==> src/bcf_pkg.sv <==
/*
  shared constants, types and decode helpers for the configuration
  forwarding block of a two-port bus bridge.
  assumes one clock; all bus signals are already sampled on that clock.
*/
package bcf_pkg;

  localparam logic [3:0] CMD_SPC    = 4'h1;
  localparam logic [3:0] CMD_CFG_RD = 4'ha;
  localparam logic [3:0] CMD_CFG_WR = 4'hb;

  localparam logic [1:0] AD_TYPE0   = 2'h0;
  localparam logic [1:0] AD_TYPE1   = 2'h1;
  localparam logic [4:0] DEV_SPC    = 5'h1f;
  localparam logic [2:0] FN_SPC     = 3'h7;
  localparam logic [5:0] REG_SPC    = 6'h00;
  localparam logic [4:0] IDSEL_DEVS = 5'h10;

  localparam logic [31:0] RST_WORD  = 32'h0000_0000;
  localparam logic [3:0]  RST_NIB   = 4'h0;
  localparam logic [7:0]  RST_BYTE  = 8'h00;

  typedef enum logic [2:0] {
    CLS_NONE   = 3'b000,
    CLS_OWN    = 3'b001,
    CLS_T0     = 3'b010,
    CLS_T1_DN  = 3'b011,
    CLS_T1_UP  = 3'b100,
    CLS_SPC_DN = 3'b101,
    CLS_SPC_UP = 3'b110
  } bcf_cls_t;

  typedef enum logic [1:0] {
    ST_IDLE = 2'b00,
    ST_DEC  = 2'b01,
    ST_DATA = 2'b10,
    ST_TERM = 2'b11
  } bcf_state_t;

  function automatic logic bcf_is_cfg(input logic [3:0] cmd);
    bcf_is_cfg = (cmd == CMD_CFG_RD) || (cmd == CMD_CFG_WR);
  endfunction : bcf_is_cfg

endpackage : bcf_pkg

==> src/bcf_cfg_decode.sv <==
/*
  address phase decoder: classifies a configuration access and builds
  the address and command to issue on the far bus. results are held
  in registers until the next start.
  assumes start_i is a one-cycle pulse in the address phase.
*/
`timescale 1ns/100ps
module bcf_cfg_decode (
  input  wire logic            clk_i,
  input  wire logic            rst_n_i,
  input  wire logic            start_i,
  input  wire logic            from_sec_i,
  input  wire logic [31:0]     ad_i,
  input  wire logic [3:0]      cbe_i,
  input  wire logic            idsel_i,
  input  wire logic [7:0]      pri_bus_i,
  input  wire logic [7:0]      sec_bus_i,
  input  wire logic [7:0]      sub_bus_i,
  output bcf_pkg::bcf_cls_t    cls_o,
  output logic      [31:0]     oaddr_o,
  output logic      [3:0]      ocmd_o,
  output logic      [31:0]     xaddr_o,
  output logic      [3:0]      xcmd_o
);

  function automatic logic [15:0] idsel_pat(input logic [4:0] dev);
    idsel_pat = 16'h0000;
    if (dev < bcf_pkg::IDSEL_DEVS) begin
      idsel_pat[dev[3:0]] = 1'b1;
    end
  endfunction : idsel_pat

  logic [7:0]        bus;
  logic [4:0]        dev;
  logic [2:0]        fn;
  logic [5:0]        regn;
  logic              cfg;
  logic              wr;
  logic              spc_addr;
  logic              in_rng;
  bcf_pkg::bcf_cls_t cls_d;

  assign bus      = ad_i[23:16];
  assign dev      = ad_i[15:11];
  assign fn       = ad_i[10:8];
  assign regn     = ad_i[7:2];
  assign cfg      = bcf_pkg::bcf_is_cfg(cbe_i);
  assign wr       = (cbe_i == bcf_pkg::CMD_CFG_WR);
  assign spc_addr = (dev == bcf_pkg::DEV_SPC) && (fn == bcf_pkg::FN_SPC);
  assign in_rng   = (bus >= sec_bus_i) && (bus <= sub_bus_i);

  always_comb begin
    cls_d = bcf_pkg::CLS_NONE;
    if (cfg && !from_sec_i) begin
      if (ad_i[1:0] == bcf_pkg::AD_TYPE0 && idsel_i) begin
        cls_d = bcf_pkg::CLS_OWN;
      end else if (ad_i[1:0] == bcf_pkg::AD_TYPE1) begin
        if (wr && spc_addr && regn == bcf_pkg::REG_SPC && bus == sec_bus_i) begin
          cls_d = bcf_pkg::CLS_SPC_DN;
        end else if (bus == sec_bus_i) begin
          cls_d = bcf_pkg::CLS_T0;
        end else if (bus > sec_bus_i && bus <= sub_bus_i) begin
          cls_d = bcf_pkg::CLS_T1_DN;
        end
      end
    end else if (cfg && wr && ad_i[1:0] == bcf_pkg::AD_TYPE1 && spc_addr) begin
      if (regn == bcf_pkg::REG_SPC && bus == pri_bus_i) begin
        cls_d = bcf_pkg::CLS_SPC_UP;
      end else if (!in_rng) begin
        cls_d = bcf_pkg::CLS_T1_UP;
      end
    end
  end

  // bus numbers are taken as they stand in the address phase
  always_ff @(posedge clk_i or negedge rst_n_i) begin
    if (!rst_n_i) begin
      cls_o   <= bcf_pkg::CLS_NONE;
      oaddr_o <= bcf_pkg::RST_WORD;
      ocmd_o  <= bcf_pkg::RST_NIB;
      xaddr_o <= bcf_pkg::RST_WORD;
      xcmd_o  <= bcf_pkg::RST_NIB;
    end else if (start_i) begin
      cls_o   <= cls_d;
      oaddr_o <= ad_i;
      ocmd_o  <= cbe_i;
      xaddr_o <= ad_i;
      xcmd_o  <= cbe_i;
      if (cls_d == bcf_pkg::CLS_T0) begin
        xaddr_o <= {idsel_pat(dev), 5'h00, fn, regn, bcf_pkg::AD_TYPE0};
      end
      if (cls_d == bcf_pkg::CLS_SPC_DN || cls_d == bcf_pkg::CLS_SPC_UP) begin
        xcmd_o <= bcf_pkg::CMD_SPC;
      end
    end
  end

endmodule : bcf_cfg_decode

==> src/bcf_dt_entry.sv <==
/*
  single delayed transaction entry: holds one forwarded configuration
  request, drives it to the far bus master and keeps its completion.
  assumes the far master answers each request with one done or abort pulse.
*/
`timescale 1ns/100ps
module bcf_dt_entry (
  input  wire logic        clk_i,
  input  wire logic        rst_n_i,
  input  wire logic        post_i,
  input  wire logic        clear_i,
  input  wire logic [31:0] q_addr_i,
  input  wire logic [3:0]  q_cmd_i,
  input  wire logic        q_sec_i,
  input  wire logic [31:0] x_addr_i,
  input  wire logic [3:0]  x_cmd_i,
  input  wire logic        spc_i,
  input  wire logic [31:0] wdata_i,
  input  wire logic [3:0]  be_n_i,
  input  wire logic        fwd_done_i,
  input  wire logic        fwd_mabort_i,
  input  wire logic [31:0] fwd_rdata_i,
  output logic             busy_o,
  output logic             done_o,
  output logic             mabort_o,
  output logic             spc_o,
  output logic             match_o,
  output logic [31:0]      rdata_o,
  output logic             fwd_req_o,
  output logic             fwd_to_sec_o,
  output logic [31:0]      fwd_addr_o,
  output logic [3:0]       fwd_cmd_o,
  output logic [31:0]      fwd_data_o,
  output logic [3:0]       fwd_be_n_o
);

  logic [31:0] addr_q;
  logic [3:0]  cmd_q;
  logic        sec_q;

  assign match_o = busy_o && addr_q == q_addr_i && cmd_q == q_cmd_i && sec_q == q_sec_i;

  always_ff @(posedge clk_i or negedge rst_n_i) begin
    if (!rst_n_i) begin
      busy_o <= 1'b0;
      spc_o  <= 1'b0;
      addr_q <= bcf_pkg::RST_WORD;
      cmd_q  <= bcf_pkg::RST_NIB;
      sec_q  <= 1'b0;
    end else if (post_i) begin
      busy_o <= 1'b1;
      spc_o  <= spc_i;
      addr_q <= q_addr_i;
      cmd_q  <= q_cmd_i;
      sec_q  <= q_sec_i;
    end else if (clear_i) begin
      busy_o <= 1'b0;
    end
  end

  always_ff @(posedge clk_i or negedge rst_n_i) begin
    if (!rst_n_i) begin
      fwd_req_o    <= 1'b0;
      fwd_to_sec_o <= 1'b0;
      fwd_addr_o   <= bcf_pkg::RST_WORD;
      fwd_cmd_o    <= bcf_pkg::RST_NIB;
      fwd_data_o   <= bcf_pkg::RST_WORD;
      fwd_be_n_o   <= bcf_pkg::RST_NIB;
    end else if (post_i) begin
      fwd_req_o    <= 1'b1;
      fwd_to_sec_o <= !q_sec_i;
      fwd_addr_o   <= x_addr_i;
      fwd_cmd_o    <= x_cmd_i;
      fwd_data_o   <= wdata_i;
      fwd_be_n_o   <= be_n_i;
    end else if (fwd_done_i || fwd_mabort_i) begin
      fwd_req_o <= 1'b0;
    end
  end

  // completion flags: a completion in the clear cycle is kept
  always_ff @(posedge clk_i or negedge rst_n_i) begin
    if (!rst_n_i) begin
      done_o   <= 1'b0;
      mabort_o <= 1'b0;
      rdata_o  <= bcf_pkg::RST_WORD;
    end else if (fwd_req_o && (fwd_done_i || fwd_mabort_i)) begin
      done_o   <= 1'b1;
      mabort_o <= fwd_mabort_i;
      rdata_o  <= fwd_rdata_i;
    end else if (clear_i || post_i) begin
      done_o   <= 1'b0;
      mabort_o <= 1'b0;
    end
  end

endmodule : bcf_dt_entry

==> src/bcf_cfg_fwd.sv <==
/*
  configuration transaction claim and forwarding logic of a two-port
  bus bridge: target side handshakes on both buses, own register access
  and delayed forwarding through one entry.
  assumes bus inputs are active-high levels already sampled on clk_i;
  the register file and far bus master sit on the same clock.
*/
`timescale 1ns/100ps
// Overview of operation
// claim own type 0 only for config command, ad 00b, idsel in address phase
// secondary type 0 and own space are never claimed from secondary
// function number ignored when claiming own type 0 access
// own access moves one dword, disconnect with first transfer if more
// own read returns all four bytes regardless of byte enables
// own access bypasses the delayed entry and completes at once
// primary type 1 to secondary bus number is claimed for type 0 translation
// type 0 is only ever generated on the secondary bus
// translated address: bits 1:0 and 15:11 zero, function and register kept
// devices 0 to 15 get a one-hot line at bit 16 plus device
// devices 16 to 30 still forwarded with upper bits zero
// device 31 register 0 makes special cycle, else upper bits zero; the code makes it only for a function 7 write
// type 0 translations are delayed and move one 32-bit word
// primary type 1 above secondary up to subordinate forwarded unchanged
// secondary type 1 write to 1f/7 outside range forwarded upstream
// type 1 forwarded writes are delayed and move one transfer
// special cycle commands on either bus are ignored, never passed
// type 1 write 1f/7 register 0 to matching bus becomes special cycle
// special cycle replaces the command, address and data unchanged
// special cycle abort not relayed, trdy on next matching repeat
// special cycle request wanting more transfers gets disconnect first phase
// retried initiator repeats the identical transaction until it completes
// bus numbers for decode are taken in each address phase
module bcf_cfg_fwd (
  input  wire logic        clk_i,
  input  wire logic        rst_n_i,
  input  wire logic [7:0]  cfg_pri_bus_i,
  input  wire logic [7:0]  cfg_sec_bus_i,
  input  wire logic [7:0]  cfg_sub_bus_i,
  input  wire logic        p_adr_vld_i,
  input  wire logic [31:0] p_ad_i,
  input  wire logic [3:0]  p_cbe_i,
  input  wire logic        p_idsel_i,
  input  wire logic        p_frame_i,
  input  wire logic        p_irdy_i,
  input  wire logic        s_adr_vld_i,
  input  wire logic [31:0] s_ad_i,
  input  wire logic [3:0]  s_cbe_i,
  input  wire logic        s_frame_i,
  input  wire logic        s_irdy_i,
  input  wire logic [31:0] own_rdata_i,
  input  wire logic        fwd_done_i,
  input  wire logic        fwd_mabort_i,
  input  wire logic [31:0] fwd_rdata_i,
  output logic             p_devsel_o,
  output logic             p_trdy_o,
  output logic             p_stop_o,
  output logic             s_devsel_o,
  output logic             s_trdy_o,
  output logic             s_stop_o,
  output logic [31:0]      tgt_rdata_o,
  output logic             own_wr_o,
  output logic [5:0]       own_reg_o,
  output logic [31:0]      own_wdata_o,
  output logic [3:0]       own_be_n_o,
  output logic             fwd_req_o,
  output logic             fwd_to_sec_o,
  output logic [31:0]      fwd_addr_o,
  output logic [3:0]       fwd_cmd_o,
  output logic [31:0]      fwd_data_o,
  output logic [3:0]       fwd_be_n_o
);

  bcf_pkg::bcf_state_t st_q;
  bcf_pkg::bcf_state_t st_d;
  bcf_pkg::bcf_cls_t   cls;

  logic        bus_q;
  logic        bus_d;
  logic        devsel_d;
  logic        trdy_d;
  logic        stop_d;
  logic        xfer_q;
  logic        xfer_d;
  logic        post;
  logic        clear;
  logic        start;
  logic        start_sec;
  logic        irdy;
  logic        frame;
  logic [31:0] dat;
  logic [3:0]  be_n;
  logic [31:0] oaddr;
  logic [3:0]  ocmd;
  logic [31:0] xaddr;
  logic [3:0]  xcmd;
  logic        e_busy;
  logic        e_done;
  logic        e_mabort;
  logic        e_spc;
  logic        e_match;
  logic [31:0] e_rdata;
  logic        is_own;
  logic        is_spc;

  // only one transaction is handled at a time; primary wins a tie
  assign start     = (st_q == bcf_pkg::ST_IDLE) && (p_adr_vld_i || s_adr_vld_i);
  assign start_sec = !p_adr_vld_i;

  assign irdy  = bus_q ? s_irdy_i : p_irdy_i;
  assign frame = bus_q ? s_frame_i : p_frame_i;
  assign dat   = bus_q ? s_ad_i : p_ad_i;
  assign be_n  = bus_q ? s_cbe_i : p_cbe_i;

  assign is_own = (cls == bcf_pkg::CLS_OWN);
  assign is_spc = (cls == bcf_pkg::CLS_SPC_DN) || (cls == bcf_pkg::CLS_SPC_UP);

  bcf_cfg_decode u_dec (
    .clk_i      (clk_i),
    .rst_n_i    (rst_n_i),
    .start_i    (start),
    .from_sec_i (start_sec),
    .ad_i       (start_sec ? s_ad_i : p_ad_i),
    .cbe_i      (start_sec ? s_cbe_i : p_cbe_i),
    .idsel_i    (p_idsel_i && !start_sec),
    .pri_bus_i  (cfg_pri_bus_i),
    .sec_bus_i  (cfg_sec_bus_i),
    .sub_bus_i  (cfg_sub_bus_i),
    .cls_o      (cls),
    .oaddr_o    (oaddr),
    .ocmd_o     (ocmd),
    .xaddr_o    (xaddr),
    .xcmd_o     (xcmd)
  );

  bcf_dt_entry u_ent (
    .clk_i        (clk_i),
    .rst_n_i      (rst_n_i),
    .post_i       (post),
    .clear_i      (clear),
    .q_addr_i     (oaddr),
    .q_cmd_i      (ocmd),
    .q_sec_i      (bus_q),
    .x_addr_i     (xaddr),
    .x_cmd_i      (xcmd),
    .spc_i        (is_spc),
    .wdata_i      (dat),
    .be_n_i       (be_n),
    .fwd_done_i   (fwd_done_i),
    .fwd_mabort_i (fwd_mabort_i),
    .fwd_rdata_i  (fwd_rdata_i),
    .busy_o       (e_busy),
    .done_o       (e_done),
    .mabort_o     (e_mabort),
    .spc_o        (e_spc),
    .match_o      (e_match),
    .rdata_o      (e_rdata),
    .fwd_req_o    (fwd_req_o),
    .fwd_to_sec_o (fwd_to_sec_o),
    .fwd_addr_o   (fwd_addr_o),
    .fwd_cmd_o    (fwd_cmd_o),
    .fwd_data_o   (fwd_data_o),
    .fwd_be_n_o   (fwd_be_n_o)
  );

  // target sequencer
  always_comb begin
    st_d     = st_q;
    bus_d    = bus_q;
    devsel_d = p_devsel_o || s_devsel_o;
    trdy_d   = 1'b0;
    stop_d   = p_stop_o || s_stop_o;
    xfer_d   = xfer_q;
    post     = 1'b0;
    clear    = 1'b0;
    case (st_q)
      bcf_pkg::ST_IDLE: begin
        devsel_d = 1'b0;
        stop_d   = 1'b0;
        if (start) begin
          st_d  = bcf_pkg::ST_DEC;
          bus_d = start_sec;
        end
      end
      bcf_pkg::ST_DEC: begin
        if (cls == bcf_pkg::CLS_NONE) begin
          st_d = bcf_pkg::ST_IDLE;
        end else if (is_own) begin
          devsel_d = 1'b1;
          xfer_d   = 1'b1;
          st_d     = bcf_pkg::ST_DATA;
        end else if (e_match && e_done && e_mabort && !e_spc) begin
          clear = 1'b1;
          st_d  = bcf_pkg::ST_IDLE;
        end else begin
          devsel_d = 1'b1;
          xfer_d   = e_match && e_done;
          st_d     = bcf_pkg::ST_DATA;
        end
      end
      bcf_pkg::ST_DATA: begin
        if (irdy) begin
          st_d   = bcf_pkg::ST_TERM;
          trdy_d = xfer_q;
          stop_d = !xfer_q || frame;
          if (!is_own && xfer_q) begin
            clear = 1'b1;
          end else if (!is_own && !e_busy) begin
            post = 1'b1;
          end
        end
      end
      bcf_pkg::ST_TERM: begin
        if (!frame) begin
          st_d     = bcf_pkg::ST_IDLE;
          devsel_d = 1'b0;
          stop_d   = 1'b0;
        end
      end
      default: begin
        st_d = bcf_pkg::ST_IDLE;
      end
    endcase
  end

  always_ff @(posedge clk_i or negedge rst_n_i) begin
    if (!rst_n_i) begin
      st_q   <= bcf_pkg::ST_IDLE;
      bus_q  <= 1'b0;
      xfer_q <= 1'b0;
    end else begin
      st_q   <= st_d;
      bus_q  <= bus_d;
      xfer_q <= xfer_d;
    end
  end

  // handshake outputs, one set per bus
  always_ff @(posedge clk_i or negedge rst_n_i) begin
    if (!rst_n_i) begin
      p_devsel_o <= 1'b0;
      p_trdy_o   <= 1'b0;
      p_stop_o   <= 1'b0;
      s_devsel_o <= 1'b0;
      s_trdy_o   <= 1'b0;
      s_stop_o   <= 1'b0;
    end else begin
      p_devsel_o <= devsel_d && !bus_d;
      p_trdy_o   <= trdy_d && !bus_d;
      p_stop_o   <= stop_d && !bus_d;
      s_devsel_o <= devsel_d && bus_d;
      s_trdy_o   <= trdy_d && bus_d;
      s_stop_o   <= stop_d && bus_d;
    end
  end

  // read data for the single transfer
  always_ff @(posedge clk_i or negedge rst_n_i) begin
    if (!rst_n_i) begin
      tgt_rdata_o <= bcf_pkg::RST_WORD;
    end else if (st_q == bcf_pkg::ST_DATA && irdy && xfer_q) begin
      tgt_rdata_o <= is_own ? own_rdata_i : e_rdata;
    end
  end

  // own register port
  always_ff @(posedge clk_i or negedge rst_n_i) begin
    if (!rst_n_i) begin
      own_wr_o <= 1'b0;
    end else begin
      own_wr_o <= st_q == bcf_pkg::ST_DATA && irdy && is_own
                  && ocmd == bcf_pkg::CMD_CFG_WR;
    end
  end

  always_ff @(posedge clk_i or negedge rst_n_i) begin
    if (!rst_n_i) begin
      own_wdata_o <= bcf_pkg::RST_WORD;
      own_be_n_o  <= bcf_pkg::RST_NIB;
    end else if (st_q == bcf_pkg::ST_DATA && irdy && is_own) begin
      own_wdata_o <= dat;
      own_be_n_o  <= be_n;
    end
  end

  always_ff @(posedge clk_i or negedge rst_n_i) begin
    if (!rst_n_i) begin
      own_reg_o <= 6'h00;
    end else if (st_q == bcf_pkg::ST_DEC && is_own) begin
      own_reg_o <= oaddr[7:2];
    end
  end

endmodule : bcf_cfg_fwd

==> config.mk <==
export PLATFORM = sky130hd
export DESIGN_NAME = bcf_cfg_fwd
export DESIGN_NICKNAME = d
export VERILOG_FILES = /design/src/bcf_pkg.sv /design/src/bcf_cfg_decode.sv /design/src/bcf_dt_entry.sv /design/src/bcf_cfg_fwd.sv
export SDC_FILE = /design/constraint.sdc
export NUM_CORES = 1
export LEC_CHECK = 0
export BUFFER_PORTS_ARGS = -buffer_cell sky130_fd_sc_hd__buf_2
export CAP_MARGIN = 5
export CORE_ASPECT_RATIO = 1.25
export CORE_MARGIN = 5
export CORE_UTILIZATION = 50
export CTS_CLUSTER_SIZE = 8
export DETAILED_ROUTE_END_ITERATION = 8
export PLACE_DENSITY = 0.75
export SLEW_MARGIN = 20
export SYNTH_ARGS = -nofsm -noshare
export SYNTH_HDL_FRONTEND = slang
export SYNTH_HIERARCHICAL = 1
export SYNTH_SLANG_ARGS = --single-unit
==> constraint.sdc <==
create_clock -name clk_i -period 4.97 [get_ports clk_i]
set_input_delay 0.7455 -clock clk_i [delete_from_list [all_inputs] [get_ports clk_i]]
set_output_delay 0.7455 -clock clk_i [all_outputs]
set_load 0.1 [all_outputs]
# After elaboration in Yosys (flattened, before gate mapping)
# Index checks and enable logic that the tools add are counted.
# classes
addsub	0
mul	0
div	0
magnitude_cmp	6
n_eq_ne	24
shift	0
mux	59
bitwise	1
reduce_logical	60
# ops
operator	count
32-bit two-way mux	4
1-bit logical AND	35
32-bit == test	1
1-bit two-way mux	31
3-bit two-way mux	8
8-bit == test	2
16-bit two-way mux	1
3-bit == test, second input constant	5
2-bit two-way mux	7
4-bit == test, second input constant	3
4-bit two-way mux	3
1-bit logical OR	9
8-bit >= comparator	1
8-bit greater-than comparator	1
8-bit <= comparator	1
2-bit inequality test, second input constant	4
2-bit one-hot mux with 4 select lines	1
1-bit logical NOT	7
6-bit logical NOT	1
1-bit one-hot mux with 3 select lines	2
3-bit AND reduction	2
2-bit nonzero test	3
5-bit == test, second input constant	1
4-bit by 5-bit < comparator with 1-bit output, second input constant	1
other kinds (13)	16
# totals
ff_bits	307
latch_bits	0
ramBits	0
romBits	0
input_bits	171
out_inout_bits	155
wordCells	183
mem_count	0

# Logic depth before layout (Yosys ltp)
# depth
ltp_word	14
ltp_mapped	12

# Hierarchy
# The synthesis kept the hierarchy.
# by_module_without_submodules
mod	n_inst	cells_per_inst	area_each_um2
bcf_dt_entry	1	367	5898.2
bcf_cfg_fwd	1	375	4563.1
bcf_cfg_decode	1	309	3365.7

# Worst setup path before layout
# Ideal clock, no wire load.
# synth_timing
kind	input to register
from	input port p_adr_vld_i
to	register u_dec.xaddr_o[16]
setup_time_ps	126
t_arrival_ps	3153
slack_ps	1691
stages	10
n_path_buf	2
cell_sequence	buf_1 -> buf_2 -> mux2_2 -> nand3b_1 -> or2_1 -> or3_4 -> o21a_1 -> a21oi_2 -> nor3_1 -> a221o_1
# synth_between
elab_chain_cells	12
elab_cells_between_ends	48
classes_between	order compare: 6; eq/ne: 8; mux: 15; reduce/logical: 19
# synth_lines
item	line_no	rtl
from (decl)	bcf_cfg_fwd.sv:39	input wire logic p_adr_vld_i,
branches (longest 12 deep; another with 8-bit greater-than comparator)	n/a	
to (signal assigned)	bcf_cfg_decode.sv:81	xaddr_o <= bcf_pkg::RST_WORD;
to (signal assigned)	bcf_cfg_decode.sv:87	xaddr_o <= ad_i;
to (signal assigned)	bcf_cfg_decode.sv:90	xaddr_o <= {idsel_pat(dev), 5'h00, fn, regn, bcf_pkg::AD_TYPE0};
to (decl)	bcf_cfg_decode.sv:22	output logic [31:0] xaddr_o,
# Parallel ways; which one is timed is not known.
# A chain may end at the register's enable or synchronous reset.

# Worst setup path after layout
# layout_timing
from	input port p_adr_vld_i
to	register u_dec.xaddr_o[19]
# The elaborated chain is that of the path after synthesis.

==> flow_summary.json <==
{
  "max_stage_delay_ns": 0.54,
  "relSlewSlack_pct": 36.2,
  "grt_pass1_wl_um": 59900,
  "post_drt_wl_per_cell_um": 22.2,
  "synth_edf_count": 0,
  "gp_congestion": 0.909,
  "cts-hold-fix-buffers": 0,
  "fp.dieH_um": 196,
  "synth_area_leader_cell": "dfrtp_1",
  "port_buffers": 325,
  "drt_pass1_iterations": 5,
  "dpl.hpwl_um": 27900,
  "r2r_end": "u_ent/fwd_data_o[12]",
  "setup_viol": 0,
  "hold_path.class": "primary input to asynchronous set/reset pin",
  "dpl.cell_count": 1675,
  "grt_use_total_pct": 24.3,
  "outcome": "finished, final reports clean",
  "routed_wl_um": 38300,
  "worst_pin_slew_ns": 0.957,
  "syn2layout_area_growth_pct": 21.4,
  "vias_per_cell": 5.52,
  "worstSetupPathDepth": 10,
  "r2r-start": "st_q[0]",
  "placed_area_um2": 15600,
  "drv_cap": 0,
  "intPower_mw": 6.34,
  "overflow": 0,
  "r2r_cells": 6,
  "clockPowerShare_pct": 20.8,
  "cts_tree": "yes",
  "clk_pin_slew_ns": 0.05,
  "cellLeakagePower_nw": 8.35,
  "cpLargestDelayFamily": "simple AND/OR/NAND/NOR gates",
  "crit_fanout": 23,
  "pwr_density_cell_nw_per_um2": 732,
  "fin_skew_ns": 0.0185,
  "synth.avg_cell_area_um2": 13.2,
  "drc": 0,
  "cp_slowest_cell": "or4_1",
  "grt_max_degree": 124,
  "initial_core_util_pct": 50.3,
  "nNetsFinal": 1561,
  "worstPathArrival_ns": 3.82,
  "cp-startpoint": "p_adr_vld_i",
  "worstSetupEndpointType": "flop",
  "tns_ns": 0,
  "synth_fp_nets": 1242,
  "yosys.area.top_type_share_pct": 53.9,
  "antenna_found_initial": 4,
  "critPathRequiredTime_ns": 5.44,
  "antenna_left": 0,
  "synth-seq-cells": 298,
  "rsz0062_at_grt": "false",
  "clock_path_buffers": 3,
  "p_sw_mw": 5.95,
  "timing_worst_setup_path_type": "primary input to flop",
  "crit_chain": "buf_2, buf_4, mux2_2, or4_1, nor3_2, nand3_1, and2_4, a21oi_4, a22o_1, a21o_2",
  "synth_top_flop_cell": "dfrtp_1",
  "dieArea_um2": 31100,
  "slew_violations": 0,
  "clock-sinks": 298,
  "final-hold-violation-count": 0,
  "yosysWarnings": 6,
  "h-tree-depth": 2,
  "cts_root_buf": "clkbuf_16",
  "clock_latency_ns": 0.53,
  "ctsResizeCount": 0,
  "irDropWorstVdd_v": 0.000655,
  "ys_seq_area_share_pct": 53.9,
  "grt_pass1_vias": 10571,
  "drive_above_1_share_pct": 47.1,
  "drt-initial-drc-count": 391,
  "syn_inst": 1051,
  "fin_cells": 1726,
  "ios": 326,
  "setup.worst_path.end": "u_dec/xaddr_o[19]",
  "vias": 9535,
  "yosys-top-cells-area": "dfrtp_1 (54%), mux2_2 (19%), mux2_1 (3.4%), xor2_1 (2.9%), mux2i_1 (2.6%)",
  "netlist_area_um2": 13800,
  "synthArstFlopShare_pct": 100,
  "numCtsBuffers": 43,
  "p_seq_share_pct": 32.8,
  "max_freq_mhz": 299,
  "ys_types": 67,
  "startpoint_type": "primary input",
  "pwr-share-comb_pct": 46.4,
  "p_sw_share_pct": 48.4,
  "crit_buf_inv": 2,
  "reg2reg_slack_ns": 2.09,
  "fin_crit_ns": 3.35,
  "fp-row-count": 68,
  "design_area_um2": 16800,
  "chipWidth_um": 159,
  "cts_setup_buffers": 0,
  "period_share_pct": 67.4,
  "core_um2": 27500
}
-- layout make-up --
cell class,instances,area [um2]
Fill cell,2194,10700
Sequential cell,298,7460
Multi-Input combinational cell,655,5850
Timing Repair Buffer,335,1750
Clock buffer,45,1100
Tap cell,350,438
Inverter,37,139
Clock inverter,3,33.8
Antenna cell,3,7.51
-- per-layer routing --
| layer | track usage (%) | routed length (um) |
|---|---|---|
| met2 | 41.5 | 19000 |
| met1 | 27.9 | 14100 |
| met3 | 7.69 | 3300 |
| met5 | 0 | 7 |
| met4 | 10.8 | 1770 |
-- synthesized netlist by cell type, types with 2 or more instances --
master and count:
a211oi_1 2, a21o_1 7, a21o_2 3, a21oi_1 12, a221o_1 6, a22o_1 2
a22oi_1 8, and2_1 6, buf_1 6, buf_2 23, buf_4 13, buf_6 13
clkbuf_1 6, dfrtp_1 298, ha_1 20, inv_1 36, mux2_1 42, mux2_2 232
mux2_4 11, mux2i_1 36, nand2_1 54, nand2b_1 2, nand3_1 6, nand3b_1 3
nand4_1 9, nand4b_1 3, nor2_1 23, nor2b_1 9, nor3_1 3, nor3_2 2
nor4_1 13, o211ai_1 2, o21ai_0 23, o21ai_1 33, o2bb2ai_1 6, or2_1 2
or3_1 2, xor2_1 45
-- cell usage in the layout (no fill, tap or decap), types with 20 or more instances in the layout --
master,count
buf_2,324
dfrtp_1,297
mux2_2,232
nand2_1,54
xor2_1,45
clkbuf_16,44
mux2_1,42
inv_1,36
mux2i_1,36
o21ai_1,33
nor2_1,23
o21ai_0,23
ha_1,20
-- flip-flops by register name, indices dropped and copies added (netlist names), 23 cells and up, named ones only --
register and flops:
own_wdata_o 32, tgt_rdata_o 32, u_dec/oaddr_o 32, u_ent/addr_q 32
u_ent/fwd_addr_o 32, u_ent/fwd_data_o 32, u_ent/rdata_o 32, u_dec/xaddr_o 23
-- cell families (layout without fill, tap and decap cells) --
logic type / after synthesis / count (layout) / synth area share [%]
mux: 321 / 321 / 26.1
flops: 298 / 298 / 53.9
simple gates: 146 / 146 / 5.47
compound gates: 122 / 122 / 5.84
buf+inv: 98 / 420 / 3.93
xor+xnor: 46 / 46 / 2.91
fa+ha+maj: 20 / 20 / 1.81
other cells: 0 / 3 / 0
-- power by group through the flow --
stage	Clock (mW)	Sequential (mW)	Combinational (mW)
2_1_floorplan	0	6.86	1.74
3_3_place_gp	0	4.03	5.64
3_5_place_dp	0	4.07	5.71
4_1_cts	2.62	4.05	5.73
5_1_grt	2.72	4.15	5.98
6_report	2.56	4.04	5.70
-- worst reg2reg max path: stages (launching register included) --
cell and delay [ns]:
dfrtp_1 0.43, inv_1 0.12, ha_1 0.40, nand2_1 0.13
nor4_2 0.62, buf_12 0.54, mux2_2 0.52
-- worst min-delay path by stage --
stage          slack, ns                          to
3_3_place_gp        0.46             tgt_rdata_o[20]
5_1_grt             0.40         u_ent/fwd_be_n_o[1]
2_1_floorplan       0.45  asynchronous set/reset pin
6_report            0.30             tgt_rdata_o[19]
4_1_cts             0.35         u_ent/fwd_data_o[3]
3_5_place_dp        0.47             tgt_rdata_o[22]
-- per-stage QoR --
| step | power [mW] | setup WS, ns | hold WS [ns] | util [%] |
|---|---|---|---|---|
| final | 12.3 | 1.62 | 0.300 | 61.1 |
| after global routing | 12.8 | 1.46 | 0.398 | 61.1 |
| after CTS | 12.4 | 1.69 | 0.349 | 61.0 |
| after detailed placement | 9.78 | 1.15 | 0.472 | 56.9 |
| after global placement | 9.67 | 1.25 | 0.463 | 56.9 |
| after floorplan | 8.60 | 1.69 | 0.449 | - |
Power figures use the tool's default switching activity.
